### config.mk
export PLATFORM = sky130hd
export DESIGN_NAME = crs_sequencer
export DESIGN_NICKNAME = d
export VERILOG_FILES = /design/src/crs_pkg.sv /design/src/crs_sequencer.sv /design/src/crs_sync.sv
export VERILOG_INCLUDE_DIRS = /design/src
export SDC_FILE = /design/constraint.sdc
export NUM_CORES = 1
export LEC_CHECK = 0
export ABC_AREA = 1
export BUFFER_PORTS_ARGS = -buffer_cell sky130_fd_sc_hd__buf_2
export CORE_UTILIZATION = 45
export DETAILED_ROUTE_END_ITERATION = 10
export GPL_ROUTABILITY_DRIVEN = 1
export PLACE_DENSITY = 0.7
export RECOVER_POWER = 100
export SLEW_MARGIN = 25
export SYNTH_ARGS = -nofsm -noshare
export SYNTH_HDL_FRONTEND = slang
export SYNTH_SLANG_ARGS = --single-unit
### constraint.sdc
create_clock -name clk -period 1.65 [get_ports clk]
set_input_delay 0.495 -clock clk [delete_from_list [all_inputs] [get_ports clk]]
set_output_delay 0.495 -clock clk [all_outputs]
set_load 0.02 [all_outputs]
### src/crs_cfg.svh
// constants for the cold and warm reset sequencer
`ifndef CRS_CFG_SVH
`define CRS_CFG_SVH
`define CRS_CLK_MHZ 50
`define CRS_VEC_W 16
`define CRS_BUS_W 32
`define CRS_HOLD_CLK_BIT 11
`define CRS_SYNC_STAGES 3
`define CRS_HOLD_CYCLES 4
`define CRS_QUIET_CYCLES 4
`define CRS_CNT_W 8
`define CRS_CLK_DIV_W 1
`endif

### src/crs_pkg.sv
// types shared by the reset sequencer files
package crs_pkg;
  typedef enum logic [2:0] {
    CRS_IDLE,
    CRS_COLD_SAMPLE,
    CRS_COLD_DRIVE,
    CRS_RUN,
    CRS_WARM_HOLD,
    CRS_WARM_QUIET
  } crs_state_t;

  // memory strobes, all active low
  typedef struct packed {
    logic row_strobe_b;
    logic column_strobe_b;
    logic read_write_select_b;
    logic output_enable_strobe_b;
  } crs_strobes_t;

  // transceiver controls
  typedef struct packed {
    logic transceiver_enable;
    logic transceiver_direction;
  } crs_xcvr_t;
endpackage

### src/crs_sequencer.sv
// cold and warm reset sequencer top
`timescale 1ns/1ps
`default_nettype none
`include "crs_cfg.svh"

module crs_sequencer #(
  parameter int HOLD_CYCLES = `CRS_HOLD_CYCLES,
  parameter int QUIET_CYCLES = `CRS_QUIET_CYCLES
) (
  // clock and reset
  input wire logic clk,
  input wire logic rst_b,
  // cold reset from the board, active low, asynchronous
  input wire logic cold_reset_in_b,
  // system reset pin, open drain
  input wire logic system_reset_pin_in,
  output logic system_reset_pin_out,
  output logic system_reset_pin_oe,
  // warm reset sources inside the device
  input wire logic sw_reset_req,
  input wire logic bus_timer_timeout,
  // memory data bus
  input wire logic [`CRS_BUS_W-1:0] memory_data_bus_in,
  output logic memory_data_bus_oe,
  // transceiver and strobes
  output crs_pkg::crs_xcvr_t xcvr,
  output crs_pkg::crs_strobes_t strobes_force,
  // system clock out
  output logic system_clock_out,
  // processor side
  output logic [`CRS_VEC_W-1:0] boot_vector,
  output logic cpu_reset_exc,
  output logic cpu_soft_reset_exc,
  output logic in_reset
);
  localparam int CNT_MAX = (1 << `CRS_CNT_W) - 1;

  // counts must fit the per-state counter, and zero would wrap to a 256-cycle state
  if (HOLD_CYCLES < 1 || HOLD_CYCLES > CNT_MAX ||
      QUIET_CYCLES < 1 || QUIET_CYCLES > CNT_MAX) begin : g_bad_counts
    $error("crs_sequencer: cycle counts must fit the counter");
  end

  localparam logic [`CRS_CNT_W-1:0] HOLD_LAST = `CRS_CNT_W'(HOLD_CYCLES - 1);
  localparam logic [`CRS_CNT_W-1:0] QUIET_LAST = `CRS_CNT_W'(QUIET_CYCLES - 1);
  localparam logic [`CRS_CNT_W-1:0] CNT_ZERO = '0;

  crs_pkg::crs_state_t state_q;
  crs_pkg::crs_state_t state_d;
  logic [`CRS_CNT_W-1:0] cnt_q;
  logic cold_b_s;
  logic pin_s;
  logic warm_req;
  logic pin_armed_q;
  logic [`CRS_VEC_W-1:0] vec_p1_q;
  logic [`CRS_VEC_W-1:0] vec_p2_q;
  logic [`CRS_VEC_W-1:0] vec_p3_q;
  logic [`CRS_VEC_W-1:0] vec_p4_q;
  logic clk_div_q;

  // ************************************************
  // input synchronisers
  // ************************************************
  crs_sync #(.RESET_VAL(1'b0)) u_cold_sync (
    .clk(clk),
    .rst_b(rst_b),
    .pin_in(cold_reset_in_b),
    .level_out(cold_b_s)
  );

  // pin is asynchronous, so it is filtered like any pin
  crs_sync #(.RESET_VAL(1'b1)) u_pin_sync (
    .clk(clk),
    .rst_b(rst_b),
    .pin_in(system_reset_pin_in),
    .level_out(pin_s)
  );

  // ************************************************
  // sequencer
  // ************************************************
  // pin armed only once seen high after our own drive; the synced level lags the release
  always_ff @(posedge clk or negedge rst_b) begin
    if (!rst_b) begin
      pin_armed_q <= 1'b0;
    end else if (system_reset_pin_oe) begin
      pin_armed_q <= 1'b0;
    end else if (pin_s) begin
      pin_armed_q <= 1'b1;
    end
  end

  // pin only counts in run and when armed; own drive would otherwise retrigger
  assign warm_req = (!pin_s && pin_armed_q) || sw_reset_req || bus_timer_timeout;

  always_comb begin
    state_d = state_q;
    case (state_q)
      crs_pkg::CRS_IDLE: begin
        state_d = crs_pkg::CRS_COLD_SAMPLE;
      end
      crs_pkg::CRS_COLD_SAMPLE: begin
        if (cold_b_s) begin
          state_d = crs_pkg::CRS_COLD_DRIVE;
        end
      end
      crs_pkg::CRS_COLD_DRIVE: begin
        if (cnt_q == HOLD_LAST) begin
          state_d = crs_pkg::CRS_RUN;
        end
      end
      crs_pkg::CRS_RUN: begin
        if (warm_req) begin
          state_d = crs_pkg::CRS_WARM_HOLD;
        end
      end
      crs_pkg::CRS_WARM_HOLD: begin
        if (cnt_q == HOLD_LAST) begin
          state_d = crs_pkg::CRS_WARM_QUIET;
        end
      end
      crs_pkg::CRS_WARM_QUIET: begin
        if (cnt_q == QUIET_LAST) begin
          state_d = crs_pkg::CRS_RUN;
        end
      end
      default: begin
        state_d = crs_pkg::CRS_IDLE;
      end
    endcase
    // cold reset wins from any state
    if (!cold_b_s) begin
      state_d = crs_pkg::CRS_COLD_SAMPLE;
    end
  end

  // state register
  always_ff @(posedge clk or negedge rst_b) begin
    if (!rst_b) begin
      state_q <= crs_pkg::CRS_IDLE;
    end else begin
      state_q <= state_d;
    end
  end

  // per-state cycle counter, cleared on each state change
  always_ff @(posedge clk or negedge rst_b) begin
    if (!rst_b) begin
      cnt_q <= CNT_ZERO;
    end else if (state_d != state_q) begin
      cnt_q <= CNT_ZERO;
    end else begin
      cnt_q <= cnt_q + `CRS_CNT_W'(1);
    end
  end

  // ************************************************
  // boot vector capture
  // ************************************************
  // bus samples ride beside the cold synchroniser, so the value taken is the one
  // seen while the raw cold input was still low, not after the board let go
  always_ff @(posedge clk or negedge rst_b) begin
    if (!rst_b) begin
      vec_p1_q <= '0;
      vec_p2_q <= '0;
      vec_p3_q <= '0;
      vec_p4_q <= '0;
    end else begin
      vec_p1_q <= memory_data_bus_in[`CRS_VEC_W-1:0];
      vec_p2_q <= vec_p1_q;
      vec_p3_q <= vec_p2_q;
      vec_p4_q <= vec_p3_q;
    end
  end

  // sample while cold reset low; the last value before release stays
  always_ff @(posedge clk or negedge rst_b) begin
    if (!rst_b) begin
      boot_vector <= '0;
    end else if (state_q == crs_pkg::CRS_COLD_SAMPLE && !cold_b_s) begin
      boot_vector <= vec_p4_q;
    end
  end

  // ************************************************
  // pin and bus controls, registered
  // ************************************************
  always_ff @(posedge clk or negedge rst_b) begin
    if (!rst_b) begin
      system_reset_pin_oe <= 1'b1;
      memory_data_bus_oe <= 1'b0;
      xcvr <= '0;
      strobes_force <= '1;
      in_reset <= 1'b1;
    end else begin
      case (state_d)
        crs_pkg::CRS_IDLE, crs_pkg::CRS_COLD_SAMPLE: begin
          system_reset_pin_oe <= 1'b1;
          memory_data_bus_oe <= 1'b0;
          xcvr <= '0;
          strobes_force <= '1;
          in_reset <= 1'b1;
        end
        crs_pkg::CRS_COLD_DRIVE: begin
          system_reset_pin_oe <= 1'b1;
          memory_data_bus_oe <= 1'b1;
          xcvr <= '1;
          strobes_force <= '1;
          in_reset <= 1'b1;
        end
        crs_pkg::CRS_WARM_HOLD: begin
          system_reset_pin_oe <= 1'b1;
          memory_data_bus_oe <= 1'b0;
          xcvr <= '1;
          strobes_force <= '1;
          in_reset <= 1'b1;
        end
        crs_pkg::CRS_WARM_QUIET: begin
          system_reset_pin_oe <= 1'b0;
          memory_data_bus_oe <= 1'b1;
          xcvr <= '1;
          strobes_force <= '1;
          in_reset <= 1'b1;
        end
        default: begin
          system_reset_pin_oe <= 1'b0;
          memory_data_bus_oe <= 1'b1;
          xcvr <= '1;
          strobes_force <= '0;
          in_reset <= 1'b0;
        end
      endcase
    end
  end

  // open drain: only ever pulls low
  assign system_reset_pin_out = 1'b0;

  // one-cycle exception pulses on leaving reset
  always_ff @(posedge clk or negedge rst_b) begin
    if (!rst_b) begin
      cpu_reset_exc <= 1'b0;
      cpu_soft_reset_exc <= 1'b0;
    end else begin
      cpu_reset_exc <= (state_q == crs_pkg::CRS_COLD_DRIVE) &&
                       (state_d == crs_pkg::CRS_RUN);
      cpu_soft_reset_exc <= (state_q == crs_pkg::CRS_WARM_QUIET) &&
                            (state_d == crs_pkg::CRS_RUN);
    end
  end

  // ************************************************
  // system clock out: clk/2, held low once the option is set
  // ************************************************
  always_ff @(posedge clk or negedge rst_b) begin
    if (!rst_b) begin
      clk_div_q <= 1'b0;
    end else if (boot_vector[`CRS_HOLD_CLK_BIT] &&
                 state_q != crs_pkg::CRS_COLD_SAMPLE &&
                 state_q != crs_pkg::CRS_IDLE) begin
      clk_div_q <= 1'b0;
    end else begin
      clk_div_q <= ~clk_div_q;
    end
  end

  assign system_clock_out = clk_div_q;
endmodule
`default_nettype wire

### src/crs_sync.sv
// three-stage synchroniser for a pin input with agreement filter
`timescale 1ns/1ps
`default_nettype none
module crs_sync #(
  parameter logic RESET_VAL = 1'b1
) (
  // clock and reset
  input wire logic clk,
  input wire logic rst_b,
  // pin in, filtered level out
  input wire logic pin_in,
  output logic level_out
);
  logic s1_q;
  logic s2_q;
  logic s3_q;

  // chain: first stage read by the second only
  always_ff @(posedge clk or negedge rst_b) begin
    if (!rst_b) begin
      s1_q <= RESET_VAL;
      s2_q <= RESET_VAL;
      s3_q <= RESET_VAL;
    end else begin
      s1_q <= pin_in;
      s2_q <= s1_q;
      s3_q <= s2_q;
    end
  end

  // change counts once stages two and three agree
  always_ff @(posedge clk or negedge rst_b) begin
    if (!rst_b) begin
      level_out <= RESET_VAL;
    end else if (s2_q == s3_q) begin
      level_out <= s3_q;
    end
  end
endmodule
`default_nettype wire

---- Word level (Yosys, flattened, before mapping) ----
Cells that the tools add are included.
word-level totals
  flip-flop bits (word level) ............. 112
  bits of input ports ..................... 38
  output and inout port bits .............. 29
  word-level logic and storage cells ...... 78
cells by class
  add/subtract/negate cells ............... 1
  eq/ne operators ......................... 15
  muxes and demuxes ....................... 14
  bitwise operators ....................... 1
  reductions and logical operators ........ 19
operator list
  cell                   number
  $pmux W3 S5            1
  $eq A3 B2 Y1 const B   4
  $eq A3 B3 Y1 const B   4
  $mux W3                4
  $add A8 B1 Y8 const B  1
  $eq A8 B2 Y1 const B   1
  $mux W8                1
  $eq A3 B1 Y1 const B   2
  $logic_and A1 B1 Y1    6
  $logic_not A3 Y1       2
  $mux W1                6
  $reduce_or A5 Y1       1
  $mux W4                1
  $reduce_or A2 Y1       2
  $reduce_or A4 Y1       1
  $ne A3 B1 Y1 const B   1
  $ne A3 B3 Y1           1
  $reduce_bool A3 Y1     1
  $reduce_or A3 Y1       1
  $eq A1 B1 Y1           2
  $logic_not A1 Y1       2
  $logic_or A1 B1 Y1     2
  $mux W2                1
  $reduce_bool A2 Y1     1
  $not A1 Y1             1

---- Longest topological paths before layout ----
Gate-level depths: netlist of the first run.
  depth in word-level cells ............... 10
  gate-level depth with buffers ........... 11
  mapped depth without buffers ............ 11

---- Hierarchy ----
A second synthesis of the first run with hierarchy kept.
second synthesis, totals
  cell total of the unflattened synthesis .. 227
  area, all modules ....................... 3,464.6 um^2
modules (own cells, without submodules)
  module                  instances  cells an instance  area each (um^2)  seq. area each (um^2)
  crs_sequencer           1          211                3,226.8           2,479.9
  crs_sync (u_pin_sync)   1          8                  121.4             105.1
  crs_sync (u_cold_sync)  1          8                  116.4             100.1

---- Worst setup path after synthesis of the first run ----
OpenSTA, ideal clock, no wires.
  path kind ............................... reg2reg
  start ................................... register state_q[1]
  end ..................................... register boot_vector[10]
  library setup time ...................... 0.125 ns
  arrival ................................. 1.402 ns
  required time ........................... 1.525 ns
  slack ................................... 0.123 ns
  cell stages (with the launch flop) ...... 8
  path buffers ............................ 3
  clock period less this slack ............ 1.527 ns
  cell sequence ........................... dfrtp_1 > buf_6 > nor2_4 > nand2_1 > or2_1 > buf_6 > buf_8 > mux2_4
on the way
  longest elaborated chain between the ends .. 2
RTL lines
  what                      RTL line              text
  start: declaration        crs_sequencer.sv:48   crs_pkg::crs_state_t state_q;
  start signal: assignment  crs_sequencer.sv:140  state_q <= crs_pkg::CRS_IDLE;
  start signal: assignment  crs_sequencer.sv:142  state_q <= state_d;
  $eq A3 B1 Y1              crs_sequencer.sv:180  end else if (state_q == crs_pkg::CRS_COLD_SAMPLE && !cold_b_s) begin
  $logic_and A1 B1 Y1       crs_sequencer.sv:180
  end signal: assignment    crs_sequencer.sv:181  boot_vector <= vec_p4_q;
  end: declaration          crs_sequencer.sv:31   output logic [`CRS_VEC_W-1:0] boot_vector,
Every way passes these cells.
A chain may end at the register's enable or synchronous reset.

---- Worst setup path in the final report of the first run ----
  start ................................... register state_q[1]
  end ..................................... register boot_vector[6]
Same word-level chain as after synthesis.

==> flow_summary.ini, run 1 <==
[floorplanning]
start_util_pct = 47.3
dieWidth_um = 89.8
num_rows = 31
core_area_sq_um = 7330
die-area_sq_um = 8060
die_y_um = 89.8
ios = 67

[setup_path]
crit_path_start_kind = flip-flop
cp_top_family = flip-flops
startpoint = state_q[1]$_DFF_PN0_
cp.arrival_ns = 1.85
path_max_fanout = 16
r2r_end = boot_vector[6]$_DFFE_PN0P_
crit_path_end_kind = flip-flop
required_ns = 1.90
reg2reg_from = state_q[1]$_DFF_PN0_
cp_num_buf_inv = 2
max_stage_delay_ns = 0.46
crit_type = reg -> reg
cp_cell_sequence = buf_4 -> nor2_4 -> nand2_1 -> or2_1 -> buf_12 -> mux2_4
reg2reg_depth = 6
crit_path_top_delay_cell = dfrtp_2
r2r_slack_ns = 0.04

[synth]
synthFlopType = dfrtp_1
synth_nets = 269
ys_seq_area_share_pct = 77.4
synth-seq-cells = 107
synth-edff-count = 0
synthAdderAreaFrac_pct = 0.938
synth-compound-area-share_pct = 0.577
syn-cell-area_sq_um = 3470
async_reset_ff_share_pct = 100
yosysTopAreaCell = dfrtp_1
yosys.cell_types.count = 27
yosysMostFrequentCell = dfrtp_1
yosys-top-cells-area = dfrtp_1 73%, dfstp_2 4.5%, mux2_4 4.3%
synthCells = 230
synth_common_cells = 101 x dfrtp_1, 30 x nand2_1, 20 x nor2_1, 12 x inv_1, 10 x mux2_4
yosysWarnings = 0
muxShareOfSynthArea_pct = 6.28
avgSynthCellArea_sq_um = 15.1
yosys.area_share.simple_pct = 8.88
synth_top_family_by_area = simple AND/OR/NAND/NOR gates
synth_xor_area_share_pct = 1.52
yosysTopAreaCellShare_pct = 72.9

[placement]
port_buffers = 49
place_ws_ns = 0.0319
gp_congestion = 0.861
placed_cell_area_sq_um = 3800
place_inst = 372
hpwl_um = 3000

[layout]
num_antenna_cells = 0
area_growth_pct = 18.9
drive_gt1_share_pct = 41.6
multi_input_area_sq_um = 708
stdcell_count = 395
seq_area_sq_um = 2690
fin_area_sq_um = 4120
fillers = 603
nNetsFinal = 331

[sta]
finalCritPeriodShare_pct = 97.4
drv_slew = 0
setup_violations = 0
rsz0062_at_grt = yes
layout_min_cycle_time_ns = 1.61
max_freq_mhz = 622
fin_ws_ns = 0.0433
hold_viol = 0
finClkSkew_ns = 0.0155

[min_path]
hold_class = in -> reg
hold_depth = 1
hold_start = memory_data_bus_in[2]
whs_endpoint = vec_p1_q[2]$_DFF_PN0_

[routing]
num_vias = 1756
wirelength_um = 4810
via_per_inst = 4.45
drcViolationCount = 0
routedWlPerCell_um = 12.2
ant_nets = 0
drt_iter0_drc = 44
drt_first_pass_iters = 4

[power_and_ir_drop]
leakagePower_nw = 1.99
powerDensity_nw_per_um2 = 1650
ir_drop_v = 0.000717

[cts]
h-tree-depth = 3
clockRootBuffer = clkbuf_8
clock_path_buffers = 2
clkSinkCount = 107
clk_pin_slew_ns = 0.10
clk_latency_ns = 0.36
numCtsBuffers = 9
cts_tree = yes

[global_route]
grt_pass1_wl_um = 7930
grt_pass1_vias = 1730
grt_usage_pct = 13.1
antenna_found_initial = 0
grt_overflow = 0
grt_max_degree = 62

[outcome]
status = finished clean

[flow_run]
cap_viol_max_count = 0
[metal layers]
metal,routed length (um),vias up,GRT usage (%)
li1,-,843,-
met1,2230,862,17.2
met2,2260,40,19.0
met3,182,11,3.21
met4,141,0,9.70
met5,0,-,0
[per-stage QoR]
stage	hold slack, ns	total power, mW	util, %	setup TNS (ns)
final	0.233	6.80	56.2	0
after global routing	0.213	7.21	56.2	-0.329
after CTS	0.212	6.66	54.4	0
after detailed placement	0.335	5.21	51.9	0
after global placement	0.331	5.15	51.9	0
after floorplan	0.199	4.72	-	0
[cell type report]
| type | instances | area share [%] |
|---|---|---|
| timing repair buffer | 62 | 9.05 |
| inverter | 13 | 1.24 |
| clock inverter | 4 | 0.850 |
| multi-input combinational | 99 | 17.2 |
| sequential | 107 | 65.2 |
| tap | 99 | 3.01 |
| clock buffer | 11 | 3.43 |
[registers in the layout, summed over array words and instances (netlist names), 3 cells and up]
| register | cells |
|---|---|
| vec_p2_q | 16 |
| cnt_q | 8 |
| vec_p1_q | 16 |
| state_q | 3 |
| vec_p3_q | 16 |
| vec_p4_q | 16 |
| boot_vector | 16 |
[worst max-delay path by stage]
stage                                   end  slack (ns)  cells past startpoint
2_1_floorplan   boot_vector[10]$_DFFE_PN0P_        0.12                      7
3_3_place_gp             cnt_q[4]$_DFF_PN0_        0.06                     11
3_5_place_dp   cpu_soft_reset_exc$_DFF_PN0_        0.03                     10
4_1_cts                  cnt_q[0]$_DFF_PN0_        0.03                     10
5_1_grt                  cnt_q[6]$_DFF_PN0_       -0.05                     10
6_report         boot_vector[6]$_DFFE_PN0P_        0.04                      6
[worst register-to-register path, stage by stage (launching register included)]
cell and delay [ns]:
dfrtp_2 0.46, buf_4 0.16, nor2_4 0.10, nand2_1 0.07, or2_1 0.24, buf_12 0.17
mux2_4 0.30
[power by group]
part / internal (mW) / switching, mW / leakage (nW) / total, mW
Sequential: 3.05 / 0.252 / 1.27 / 3.30
Combinational: 0.891 / 1.18 / 0.631 / 2.07
Clock: 0.596 / 0.830 / 0.0900 / 1.43
[cells by family after synthesis]
| kind of cell | Yosys count |
|---|---|
| adders and majority gates | 3 |
| AOI/OAI and AO/OA | 4 |
| buffers and inverters | 24 |
| xor gates and xnor gates | 6 |
| DFF | 107 |
| other | 1 |
| muxes | 16 |
| and+or+nand+nor | 69 |
[layout by cell type, fill, tap and decap left out, types with 2 or more instances in the layout]
master | synthesis | final
buf_12 | 0 | 2
buf_2 | 1 | 48
buf_4 | 6 | 11
clkbuf_8 | 0 | 10
clkinv_4 | 0 | 3
dfrtp_1 | 101 | 98
dfrtp_2 | 0 | 3
dfstp_2 | 6 | 5
inv_1 | 12 | 11
maj3_1 | 2 | 2
mux2_2 | 6 | 6
mux2_4 | 10 | 10
nand2_1 | 30 | 22
nand2_2 | 0 | 8
nand3_1 | 8 | 7
nor2_1 | 20 | 13
nor2_2 | 0 | 6
nor2_4 | 1 | 2
nor3_1 | 5 | 4
o21ai_0 | 2 | 2
xor2_1 | 5 | 5
[repair_timing]
item / 4_1_cts / 5_1_grt
gates resized for setup: 0 / 27
buffers inserted: 0 / 7
hold endpoints to repair: 9 / 0
hold buffers: 1 / 0
endpoints found under the setup margin: 0 / 10
Note: power is estimated with default switching activity, not from simulation.
==> run 2: changes to the inputs <==
==> constraint.sdc (replaced) <==
create_clock -name clk -period 1.65 [get_ports clk]
set_input_delay 0.495 -clock clk [delete_from_list [all_inputs] [get_ports clk]]
set_output_delay 0.495 -clock clk [all_outputs]
set_load 0.05 [all_outputs]
==> run 2 against run 1 <==
Die area unchanged. Clock skew decreased by 0.0016 ns. Clock power about the same. Power increased by 11%. First-iteration DRC count decreased by 4.5%. Highest routed layer unchanged. Sequential power about the same. Combinational power increased by 36%. Routed wire length increased by 0.48%. Worst setup slack got worse by 0.014 ns. Largest power group unchanged. Final cell count unchanged. Flip-flop and latch count unchanged.
==> flow_summary.ini, run 2 (synthesis results as in run 1) <==
[outcome]
status = finished clean

[min_path]
hold_start = memory_data_bus_in[2]
hold_depth = 1
whs_endpoint = vec_p1_q[2]$_DFF_PN0_
hold_class = in -> reg

[setup_path]
cp_cell_sequence = buf_4
crit_path_start_kind = flip-flop
reg2reg_depth = 6
crit_path_end_kind = output pin
startpoint = in_reset$_DFF_PN1_
required_ns = 1.15
path_max_fanout = 5
cp_num_buf_inv = 1
reg2reg_from = state_q[1]$_DFF_PN0_
crit_type = reg -> out
cp_top_family = flip-flops
max_stage_delay_ns = 0.57
r2r_end = boot_vector[6]$_DFFE_PN0P_
r2r_slack_ns = 0.04
crit_path_top_delay_cell = dfstp_2
cp.arrival_ns = 1.13

[floorplanning]
core_area_sq_um = 7330
dieWidth_um = 89.8
die-area_sq_um = 8060
start_util_pct = 47.3
ios = 67
die_y_um = 89.8
num_rows = 31

[sta]
setup_violations = 0
fin_ws_ns = 0.0296
hold_slack_ns = 0.234
drv_slew = 0
layout_min_cycle_time_ns = 1.62
rsz0062_at_grt = yes
finalCritPeriodShare_pct = 98.2
hold_viol = 0
finClkSkew_ns = 0.0139
max_freq_mhz = 617

[power_and_ir_drop]
powerDensity_nw_per_um2 = 1820
p_sw_mw = 2.97
p_clk_share_pct = 18.8
ir_drop_v = 0.000734
seqPwrFrac_pct = 43.9
leakagePower_nw = 2.00
swShare_pct = 39.4
combPwrFrac_pct = 37.3
intPower_mw = 4.57

[routing]
ant_nets = 0
routedWlPerCell_um = 12.2
num_vias = 1764
drt_iter0_drc = 42
drt_first_pass_iters = 4
wirelength_um = 4830
drcViolationCount = 0
via_per_inst = 4.47

[layout]
drive_gt1_share_pct = 41.6
final_cell_mix = 98 x dfrtp_1, 42 x buf_2, 22 x nand2_1, 17 x buf_4, 13 x nor2_1
layout_commonest_cell = dfrtp_1
nNetsFinal = 331
num_antenna_cells = 0
area_growth_pct = 19.3
fillers = 604

[cts]
clkSinkCount = 107
clockRootBuffer = clkbuf_8
clock_path_buffers = 2
clk_pin_slew_ns = 0.10
h-tree-depth = 3
numCtsBuffers = 9
cts_tree = yes
clk_latency_ns = 0.36

[global_route]
groute.layer.met3.usage_pct = 3.21
grt_max_degree = 62
use_met2_pct = 19.0
grt_pass1_vias = 1730
antenna_found_initial = 0
busiest_layer = met2
grt_pass1_wl_um = 7930
grt_overflow = 0
use_met1_pct = 17.2
grt_usage_pct = 13.1

[flow_run]
cap_viol_max_count = 0

[placement]
hpwl_um = 3000
place_ws_ns = 0.0319
gp_congestion = 0.861
port_buffers = 49
==> run 2: changes by cell type in the layout (fill, tap and decap cells not counted) <==
cell	before	now
buf_2	48	42
buf_4	11	17
==> run 2: layer usage <==
metal	vias to the layer above	wire length [um]	share of wire, %
met2	50	2270	47
li1	842	-	-
met4	0	142	2.9
met3	11	198	4.1
met1	861	2220	46
met5	-	0	0
==> run 2: worst max-delay path by stage <==
stage	end	slack [ns]	cells after the start
2_1_floorplan	boot_vector[10]$_DFFE_PN0P_	0.12	7
3_3_place_gp	cnt_q[4]$_DFF_PN0_	0.06	11
3_5_place_dp	cpu_soft_reset_exc$_DFF_PN0_	0.03	10
4_1_cts	in_reset	-0.04	1
5_1_grt	cnt_q[6]$_DFF_PN0_	-0.05	10
6_report	strobes_force[0]	0.03	1
==> run 2: cell type report <==
type	count	area, sq um	share of cell area (%)
inverters	13	51.3	1.24
multi-input cells	99	708	17.1
clock buffers	11	141	3.42
well taps	99	124	2.99
flip-flops and latches	107	2690	65.0
clock inverters	4	35.0	0.847
repair buffers	62	388	9.38
==> run 2: through the flow <==
step	setup TNS, ns	util (%)	area, sq um	total power, mW	instances
after floorplan	0	-	3470	5.43	230
after global placement	0	51.9	3800	5.86	372
after detailed placement	0	51.9	3800	5.92	372
after CTS	-0.198	54.4	3990	7.38	388
after global routing	-0.393	56.4	4140	7.96	395
final	0	56.4	4140	7.54	395
==> run 2: repair_timing <==
| action | 4_1_cts | 5_1_grt |
|---|---|---|
| buffers inserted | 0 | 7 |
| hold buffers | 1 | 0 |
| pin swaps | 0 | 6 |
| endpoints found under the setup margin | 6 | 15 |
| resized for setup | 1 | 37 |
| endpoints found under the hold margin | 9 | 0 |
==> run 2: power by group through the flow <==
stage / logic, mW / clock network (mW) / registers [mW]
6_report: 2.81 / 1.42 / 3.31
4_1_cts: 2.59 / 1.49 / 3.30
2_1_floorplan: 1.23 / 0 / 4.19
3_5_place_dp: 2.57 / 0 / 3.35
3_3_place_gp: 2.52 / 0 / 3.34
5_1_grt: 3.00 / 1.59 / 3.36
